--- src/wtspm_defines.vh ---
/*
 * Constants for the weighted two-source pixel mixer: delay word field
 * positions, fixed-point scaling, rounding codes and register offsets.
 * Assumes inclusion by wtspm_mixer.v only; it holds definitions alone.
 */
`ifndef WTSPM_DEFINES_VH
`define WTSPM_DEFINES_VH

// Delay control word layout, three bits per path
`define WTSPM_DLY_WORD_W 15
`define WTSPM_FIELD_W 3
`define WTSPM_DLY_A_LSB 0
`define WTSPM_DLY_B_LSB 3
`define WTSPM_DLY_M_LSB 6
`define WTSPM_DLY_F_LSB 9
`define WTSPM_DLY_R_LSB 12
`define WTSPM_DLY_DEPTH 8

// Weight of exactly one with one integer bit, 11 fraction bits
`define WTSPM_WEIGHT_ONE 12'h800

// Fraction bits left in the sum once the doubling is applied
`define WTSPM_FRAC_BITS 10

// Rounding select codes and the low output bits each one clears
`define WTSPM_RND_8 2'b00
`define WTSPM_RND_10 2'b01
`define WTSPM_RND_12 2'b10
`define WTSPM_RND_13 2'b11
`define WTSPM_DROP_8 4'h5
`define WTSPM_DROP_10 4'h3
`define WTSPM_DROP_12 4'h1
`define WTSPM_DROP_13 4'h0

// Output limits
`define WTSPM_UNS_MAX 18'h01FFF
`define WTSPM_SGN_MAX 18'h00FFF
`define WTSPM_SGN_MIN 18'h3F000

// Avalon-MM register map, byte addresses
`define WTSPM_ADDR_CTRL 4'h0
`define WTSPM_ADDR_STATUS 4'h4
`define WTSPM_CTRL_BYPASS_BIT 0
`define WTSPM_STATUS_OVF_BIT 0
`define WTSPM_STATUS_DLY_LSB 16
`define WTSPM_CTRL_RESET 1'b0

`endif

--- src/wtspm_mixer.v ---
/*
 * Weighted two-source pixel mixer: computes 2*(A*M + B*(1-M)) over a fixed
 * six-stage pipeline with programmable per-path alignment delays, rounding,
 * saturation and a small Avalon-MM control/status slave.
 * Assumes pixel, weight and format inputs are synchronous to ref_clk; the
 * delay strobe, serial data and bypass pins are asynchronous and are
 * synchronised here; the output enable pin acts combinationally.
 */
// The implementer's own choices: the register addresses and register access over Avalon-MM.
`timescale 1ns/1ns
`include "wtspm_defines.vh"

module wtspm_mixer
#(
   parameter PIX_W = 12,
   parameter OUT_W = 13
)
(
   input wire ref_clk,
   input wire rst,
   input wire [PIX_W-1:0] pixel_in_first,
   input wire [PIX_W-1:0] pixel_in_second,
   input wire [PIX_W-1:0] weight_factor,
   input wire weight_load_enable,
   input wire number_format_sel,
   input wire [1:0] round_width_sel,
   input wire delay_shift_strobe,
   input wire delay_serial_in,
   input wire bypass,
   input wire out_enable_n,
   output wire [OUT_W-1:0] mixed_result_out,
   output wire mixed_result_oe,
   input wire [3:0] avs_address,
   input wire avs_read,
   input wire avs_write,
   input wire [31:0] avs_writedata,
   input wire [3:0] avs_byteenable,
   output wire [31:0] avs_readdata,
   output wire avs_waitrequest
);

   // Low output bits cleared for a rounding select
   function [3:0] drop_bits;
      input [1:0] sel;
      begin
         case (sel)
            `WTSPM_RND_8: drop_bits = `WTSPM_DROP_8;
            `WTSPM_RND_10: drop_bits = `WTSPM_DROP_10;
            `WTSPM_RND_12: drop_bits = `WTSPM_DROP_12;
            default: drop_bits = `WTSPM_DROP_13;
         endcase
      end
   endfunction

   // Widen a pixel to 13-bit signed according to the format
   function signed [PIX_W:0] widen;
      input [PIX_W-1:0] pix;
      input uns;
      begin
         if (uns)
            widen = {1'b0, pix};
         else
            widen = {pix[PIX_W-1], pix};
      end
   endfunction

   integer i;

   // Asynchronous pin synchronisers
   reg bypass_s1_reg;
   reg bypass_s2_reg;
   reg strobe_s1_reg;
   reg strobe_s2_reg;
   reg strobe_s3_reg;
   reg serial_s1_reg;
   reg serial_s2_reg;
   reg [`WTSPM_DLY_WORD_W-1:0] delay_word_reg;

   // Stage 1 and the alignment chains
   reg [PIX_W-1:0] weight_reg;
   wire [PIX_W-1:0] weight_next;
   reg [PIX_W-1:0] a_dly_reg [0:`WTSPM_DLY_DEPTH-1];
   reg [PIX_W-1:0] b_dly_reg [0:`WTSPM_DLY_DEPTH-1];
   reg [PIX_W-1:0] m_dly_reg [0:`WTSPM_DLY_DEPTH-1];
   reg f_dly_reg [0:`WTSPM_DLY_DEPTH-1];
   reg [1:0] r_dly_reg [0:`WTSPM_DLY_DEPTH-1];

   // Stages 2 to 6
   reg [PIX_W-1:0] a2_reg;
   reg [PIX_W-1:0] b2_reg;
   reg [PIX_W-1:0] m2_reg;
   reg f2_reg;
   reg [1:0] r2_reg;
   reg signed [2*PIX_W+1:0] pa3_reg;
   reg signed [2*PIX_W+1:0] pb3_reg;
   reg f3_reg;
   reg [1:0] r3_reg;
   reg signed [2*PIX_W+2:0] sum4_reg;
   reg f4_reg;
   reg [1:0] r4_reg;
   reg signed [17:0] y5_reg;
   reg f5_reg;
   reg [1:0] r5_reg;
   reg [OUT_W-1:0] out_reg;
   reg ovf_pulse_reg;

   // Register slave
   reg ctrl_bypass_reg;
   reg ovf_sticky_reg;
   reg ack_reg;
   reg [31:0] readdata_reg;

   wire soft_bypass;
   wire [`WTSPM_DLY_WORD_W-1:0] eff_word;
   wire [`WTSPM_FIELD_W-1:0] tap_a;
   wire [`WTSPM_FIELD_W-1:0] tap_b;
   wire [`WTSPM_FIELD_W-1:0] tap_m;
   wire [`WTSPM_FIELD_W-1:0] tap_f;
   wire [`WTSPM_FIELD_W-1:0] tap_r;
   wire [PIX_W-1:0] one_minus_m;
   wire signed [PIX_W:0] m_signed;
   wire signed [PIX_W:0] n_signed;
   wire [3:0] drop5;
   wire signed [27:0] round_add;
   wire signed [27:0] rounded;
   wire [3:0] drop6;
   wire [17:0] keep_mask;
   wire [17:0] limit_hi;
   wire over_hi;
   wire under_lo;
   wire [17:0] sat_val;
   wire strobe_rise;
   wire bus_hit;
   wire wr_status_clr;

   // Sync stage 1 feeds only stage 2; the edge detect looks at later stages
   always @(posedge ref_clk or posedge rst)
   begin
      if (rst)
      begin
         bypass_s1_reg <= 1'b0;
         bypass_s2_reg <= 1'b0;
         strobe_s1_reg <= 1'b0;
         strobe_s2_reg <= 1'b0;
         strobe_s3_reg <= 1'b0;
         serial_s1_reg <= 1'b0;
         serial_s2_reg <= 1'b0;
      end
      else
      begin
         bypass_s1_reg <= bypass;
         bypass_s2_reg <= bypass_s1_reg;
         strobe_s1_reg <= delay_shift_strobe;
         strobe_s2_reg <= strobe_s1_reg;
         strobe_s3_reg <= strobe_s2_reg;
         serial_s1_reg <= delay_serial_in;
         serial_s2_reg <= serial_s1_reg;
      end
   end

   // Data and strobe share synchroniser depth, so the bit seen at the rise is
   // the one presented with it; strobes must be slower than three clocks
   assign strobe_rise = strobe_s2_reg & ~strobe_s3_reg;

   always @(posedge ref_clk or posedge rst)
   begin
      if (rst)
         delay_word_reg <= {`WTSPM_DLY_WORD_W{1'b0}};
      else if (strobe_rise)
         delay_word_reg <= {serial_s2_reg, delay_word_reg[`WTSPM_DLY_WORD_W-1:1]};
   end

   assign soft_bypass = bypass_s2_reg | ctrl_bypass_reg;
   assign eff_word = soft_bypass ? {`WTSPM_DLY_WORD_W{1'b0}} : delay_word_reg;
   assign tap_a = eff_word[`WTSPM_DLY_A_LSB +: `WTSPM_FIELD_W];
   assign tap_b = eff_word[`WTSPM_DLY_B_LSB +: `WTSPM_FIELD_W];
   assign tap_m = eff_word[`WTSPM_DLY_M_LSB +: `WTSPM_FIELD_W];
   assign tap_f = eff_word[`WTSPM_DLY_F_LSB +: `WTSPM_FIELD_W];
   assign tap_r = eff_word[`WTSPM_DLY_R_LSB +: `WTSPM_FIELD_W];

   // Stage 1 and alignment chains; element 0 is the input register
   always @(posedge ref_clk or posedge rst)
   begin
      if (rst)
      begin
         weight_reg <= {PIX_W{1'b0}};
         for (i = 0; i < `WTSPM_DLY_DEPTH; i = i + 1)
         begin
            a_dly_reg[i] <= {PIX_W{1'b0}};
            b_dly_reg[i] <= {PIX_W{1'b0}};
            m_dly_reg[i] <= {PIX_W{1'b0}};
            f_dly_reg[i] <= 1'b0;
            r_dly_reg[i] <= 2'b00;
         end
      end
      else
      begin
         weight_reg <= weight_next;
         a_dly_reg[0] <= pixel_in_first;
         b_dly_reg[0] <= pixel_in_second;
         f_dly_reg[0] <= number_format_sel;
         r_dly_reg[0] <= round_width_sel;
         m_dly_reg[0] <= weight_next;
         for (i = 1; i < `WTSPM_DLY_DEPTH; i = i + 1)
         begin
            a_dly_reg[i] <= a_dly_reg[i-1];
            b_dly_reg[i] <= b_dly_reg[i-1];
            m_dly_reg[i] <= m_dly_reg[i-1];
            f_dly_reg[i] <= f_dly_reg[i-1];
            r_dly_reg[i] <= r_dly_reg[i-1];
         end
      end
   end

   // Weight enters its chain at the pixels' edge, so no path gains a stage
   assign weight_next = weight_load_enable ?
      (weight_factor[PIX_W-1] ? `WTSPM_WEIGHT_ONE : weight_factor) : weight_reg;
   assign one_minus_m = `WTSPM_WEIGHT_ONE - m2_reg;
   assign m_signed = {1'b0, m2_reg};
   assign n_signed = {1'b0, one_minus_m};

   assign drop5 = drop_bits(r4_reg);
   assign round_add = 28'sh0000001 <<< (`WTSPM_FRAC_BITS - 1 + drop5);
   assign rounded = {sum4_reg[2*PIX_W+2], sum4_reg} + round_add;

   assign drop6 = drop_bits(r5_reg);
   assign keep_mask = ~((18'h00001 << drop6) - 18'h00001);
   assign limit_hi = f5_reg ? `WTSPM_UNS_MAX : `WTSPM_SGN_MAX;
   assign over_hi = y5_reg > $signed(limit_hi);
   assign under_lo = !f5_reg && (y5_reg < $signed(`WTSPM_SGN_MIN));
   assign sat_val = over_hi ? limit_hi : (under_lo ? `WTSPM_SGN_MIN : y5_reg);

   // Stages 2 to 6: six edges from input sample to output in all when the path's alignment tap is zero
   always @(posedge ref_clk or posedge rst)
   begin
      if (rst)
      begin
         a2_reg <= {PIX_W{1'b0}};
         b2_reg <= {PIX_W{1'b0}};
         m2_reg <= {PIX_W{1'b0}};
         f2_reg <= 1'b0;
         r2_reg <= 2'b00;
         pa3_reg <= {(2*PIX_W+2){1'b0}};
         pb3_reg <= {(2*PIX_W+2){1'b0}};
         f3_reg <= 1'b0;
         r3_reg <= 2'b00;
         sum4_reg <= {(2*PIX_W+3){1'b0}};
         f4_reg <= 1'b0;
         r4_reg <= 2'b00;
         y5_reg <= 18'h00000;
         f5_reg <= 1'b0;
         r5_reg <= 2'b00;
         out_reg <= {OUT_W{1'b0}};
         ovf_pulse_reg <= 1'b0;
      end
      else
      begin
         a2_reg <= a_dly_reg[tap_a];
         b2_reg <= b_dly_reg[tap_b];
         m2_reg <= m_dly_reg[tap_m];
         f2_reg <= f_dly_reg[tap_f];
         r2_reg <= r_dly_reg[tap_r];
         // Both sources share one format select, so mixed formats cannot occur
         pa3_reg <= widen(a2_reg, f2_reg) * m_signed;
         pb3_reg <= widen(b2_reg, f2_reg) * n_signed;
         f3_reg <= f2_reg;
         r3_reg <= r2_reg;
         sum4_reg <= {pa3_reg[2*PIX_W+1], pa3_reg} + {pb3_reg[2*PIX_W+1], pb3_reg};
         f4_reg <= f3_reg;
         r4_reg <= r3_reg;
         // Taking bits above the fraction point applies the doubling
         y5_reg <= rounded[27:`WTSPM_FRAC_BITS];
         f5_reg <= f4_reg;
         r5_reg <= r4_reg;
         out_reg <= sat_val[OUT_W-1:0] & keep_mask[OUT_W-1:0];
         ovf_pulse_reg <= over_hi | under_lo;
      end
   end

   // Three-state output; enable follows the pin with no clock
   assign mixed_result_out = out_reg;
   assign mixed_result_oe = ~out_enable_n;

   // Avalon-MM slave: one wait cycle, then the request completes
   assign bus_hit = (avs_read | avs_write) & ack_reg;
   assign avs_waitrequest = (avs_read | avs_write) & ~ack_reg;
   assign avs_readdata = readdata_reg;
   assign wr_status_clr = bus_hit & avs_write & (avs_address == `WTSPM_ADDR_STATUS)
      & avs_byteenable[0] & avs_writedata[`WTSPM_STATUS_OVF_BIT];

   always @(posedge ref_clk or posedge rst)
   begin
      if (rst)
      begin
         ack_reg <= 1'b0;
         readdata_reg <= 32'h00000000;
         ctrl_bypass_reg <= `WTSPM_CTRL_RESET;
         ovf_sticky_reg <= 1'b0;
      end
      else
      begin
         ack_reg <= (avs_read | avs_write) & ~ack_reg;
         // A new overflow wins over a clear in the same cycle
         if (ovf_pulse_reg)
            ovf_sticky_reg <= 1'b1;
         else if (wr_status_clr)
            ovf_sticky_reg <= 1'b0;
         if (bus_hit & avs_write & (avs_address == `WTSPM_ADDR_CTRL) & avs_byteenable[0])
            ctrl_bypass_reg <= avs_writedata[`WTSPM_CTRL_BYPASS_BIT];
         readdata_reg <= 32'h00000000;
         if (avs_read & ~ack_reg)
         begin
            case (avs_address)
               `WTSPM_ADDR_CTRL:
                  readdata_reg[`WTSPM_CTRL_BYPASS_BIT] <= ctrl_bypass_reg;
               `WTSPM_ADDR_STATUS:
               begin
                  readdata_reg[`WTSPM_STATUS_OVF_BIT] <= ovf_sticky_reg;
                  readdata_reg[`WTSPM_STATUS_DLY_LSB +: `WTSPM_DLY_WORD_W] <= eff_word;
               end
               default:
                  readdata_reg <= 32'h00000000;
            endcase
         end
      end
   end

endmodule // wtspm_mixer

--- config.mk ---
export PLATFORM = sky130hd
export DESIGN_NAME = wtspm_mixer
export DESIGN_NICKNAME = d
export VERILOG_FILES = /design/src/wtspm_mixer.v
export VERILOG_INCLUDE_DIRS = /design/src
export SDC_FILE = /design/constraint.sdc
export NUM_CORES = 2
export LEC_CHECK = 0
export CAP_MARGIN = 20
export CORE_ASPECT_RATIO = 0.75
export CORE_MARGIN = 2
export CORE_UTILIZATION = 70
export DETAILED_ROUTE_END_ITERATION = 8
export DONT_BUFFER_PORTS = 1
export PLACE_DENSITY = 0.83
export SKIP_LAST_GASP = 1
export SLEW_MARGIN = 20
export SYNTH_ARGS = -nofsm -noshare
export SYNTH_HDL_FRONTEND = slang
export SYNTH_SLANG_ARGS = --single-unit
--- constraint.sdc ---
create_clock -name ref_clk -period 43.2 [get_ports ref_clk]
set_clock_uncertainty 0.2 [all_clocks]
set_input_delay 8.64 -clock ref_clk [delete_from_list [all_inputs] [get_ports ref_clk]]
set_output_delay 8.64 -clock ref_clk [all_outputs]
set_load 0.005 [all_outputs]
==> flow_metrics.env <==
export IMPL_grt_pass1_wl_um=111000
export IMPL_clk_latency_ns=0.58
export IMPL_worstPathMaxFanout=3
export IMPL_synth_area_leaders="dfrtp_1 (41%), fa_1 (19%), ha_1 (7.2%)"
export IMPL_core_mm2=0.0436
export IMPL_critPathCaptureType="output port"
export IMPL_max_clock_path_buffers=3
export IMPL_io_pins=135
export IMPL_grt_antenna_before_repair=1
export IMPL_layout_drive_gt1_share_pct=4.77
export IMPL_top_usage_layer="met2"
export IMPL_fmax_mhz=56.6
export IMPL_path_buf_inv=0
export IMPL_cpPeakStageDelay_ns=0.15
export IMPL_worstSetupPathType="in2out"
export IMPL_ys_flop_type="dfrtp_1"
export IMPL_period_share_pct=40.9
export IMPL_post_synth_cell_area_avg_um2=10.5
export IMPL_grt_use_total_pct=29.9
export IMPL_root_buffer="clkbuf_16"
export IMPL_post_cts_resized=0
export IMPL_design_die_area_mm2=0.0462
export IMPL_slew_headroom_pct=26.0
export IMPL_setup_tns_ns=0
export IMPL_initial_utilization_pct=71.4
export IMPL_crit_slowest_cell="nor2_1"
export IMPL_cts_tree="done"
export IMPL_hold_viol=0
export IMPL_yosysTopAreaCell="dfrtp_1"
export IMPL_hpwl_um=47700
export IMPL_drv_cap=0
export IMPL_wl_per_cell_um=18.5
export IMPL_grt_use_met2_pct=48.1
export IMPL_grt_max_degree=135
export IMPL_synth_common_cells="dfrtp_1 (512), inv_1 (407), nand2_1 (359)"
export IMPL_clk_pin_slew_worst_paths_ns=0.06
export IMPL_grt_setup_unrepaired="no"
export IMPL_crit_top_cell="nor2_1"
export IMPL_synth_most_common_cell="dfrtp_1"
export IMPL_cts_sinks=512
export IMPL_worst_slew_pin_slew_ns=1.11
export IMPL_cts_hold_buffers=0
export IMPL_dr_pass1_iters=6
export IMPL_synth_edf_count=0
export IMPL_layout_min_cycle_time_ns=17.66
export IMPL_die_w_um=248
export IMPL_viasPerCell=5.84
export IMPL_yosys_area_top_type_share_pct=41.1
export IMPL_syn_area_mm2=0.0311
export IMPL_drv_slew=0
export IMPL_crit_family="simple AND/OR/NAND/NOR gates"
export IMPL_drc=0
export IMPL_setup_violations=0
export IMPL_hold_path_class="reg2reg"
export IMPL_ys_seq_elements=512
export IMPL_port_buffers=0
export IMPL_final_nets=3503
export IMPL_dr_total_vias=20800
export IMPL_grt_pass1_vias=22500
export IMPL_syn_instance_count=2975
export IMPL_area_growth_pct=7.15
export IMPL_wl_um=65600
export IMPL_worst_ep_arrival_time_ns=8.82
export IMPL_ys_async_sr_fraction_pct=100
export IMPL_worst_ep_required_time_ns=34.36
export IMPL_start_kind="input port"
export IMPL_ant_nets=0
export IMPL_use_met3_pct=5.78
export IMPL_core_rowCount=66
export IMPL_n_antenna_cell=0
export IMPL_die_height_um=187
export IMPL_cts_buffers=47
export IMPL_path_cells="nor2_1, nor2_1"
export IMPL_ys_types=75
export IMPL_ys_warn_count=0
export IMPL_drt_iter0_markers=1596
export IMPL_cts_htree_levels=2
export IMPL_cts_setup_buffers=0
export IMPL_gp_congestion=0.890
export IMPL_grt_use_met1_pct=41.6
export IMPL_status="finished clean"
export IMPL_grt_overflow_total=0
export IMPL_seq_area_frac_synth_pct=41.1
cell type report:
cell class                 count  area, um2
tap                          578        723
multi-input combinational   1952      16400
sequential                   512      12800
inverter                     408       1540
fill                        2632      10200
clock buffer                  65       1350
timing repair buffer          18        155
clock inverter                20        400
cell families (layout without fill, tap and decap cells):
group                    after synthesis  after routing  share of synthesized area (%)
other                                  1             26                         0.0120
XOR/XNOR                              99             99                           2.78
multiplexers                          62             62                           2.11
buffers and inverters                536            511                           6.65
AO/OA/AOI/OAI                        347            347                           6.86
AND/OR/NAND/NOR                      942            942                           14.2
flip-flops                           512            512                           41.1
adder cells (fa/ha/maj)              476            476                           26.3
through the flow:
step | cells | utilization (%) | setup WS, ns | hold WS, ns | area, um2
final | 3553 | 76.5 | 25.54 | 0.147 | 33400
after global routing | 3553 | 76.5 | 25.53 | 0.152 | 33400
after CTS | 3552 | 76.4 | 25.54 | 0.148 | 33300
after detailed placement | 3467 | 72.4 | 25.54 | 0.135 | 31600
after global placement | 3467 | 72.4 | 25.54 | 0.136 | 31600
after floorplan | 3000 | - | 20.06 | 0.131 | 31200
per-layer routing:
metal  share of wire [%]  vias up
met5               0.012        -
met2                  48      805
met3                 7.0      165
li1                    -     9295
met1                  42    10500
met4                 2.8        2
path summary, 6_finish.rpt:
check                              start               to  slack [ns]  depth (start not counted)
max                             avs_read  avs_waitrequest       25.54                          2
min                        strobe_s1_reg    strobe_s2_reg        0.15                          0
max reg2reg                    m2_reg[2]      pb3_reg[25]       35.74                         21
min reg2reg                strobe_s1_reg    strobe_s2_reg        0.15                          0
max in group asynchronous            rst    b_dly_reg[79]       30.95                          5
min in group asynchronous            rst    a_dly_reg[25]        7.88                          1
cells in the final DEF, fill, tap and decap left out, drive strengths merged, types with 19 or more instances in the layout:
| master | n |
|---|---|
| fa | 297 |
| nand2 | 359 |
| o21ai | 151 |
| xnor2 | 71 |
| a21oi | 77 |
| dfrtp | 512 |
| a21o | 25 |
| xor2 | 28 |
| nor2b | 31 |
| o211ai | 21 |
| mux2i | 42 |
| nand3 | 120 |
| conb | 26 |
| ha | 179 |
| inv | 411 |
| clkbuf | 65 |
| nor3 | 26 |
| mux2 | 19 |
| nor2 | 181 |
| and2 | 155 |
Power is not shown: default switching activity piles up to over one toggle a cycle in this logic, so the estimate is an artifact.
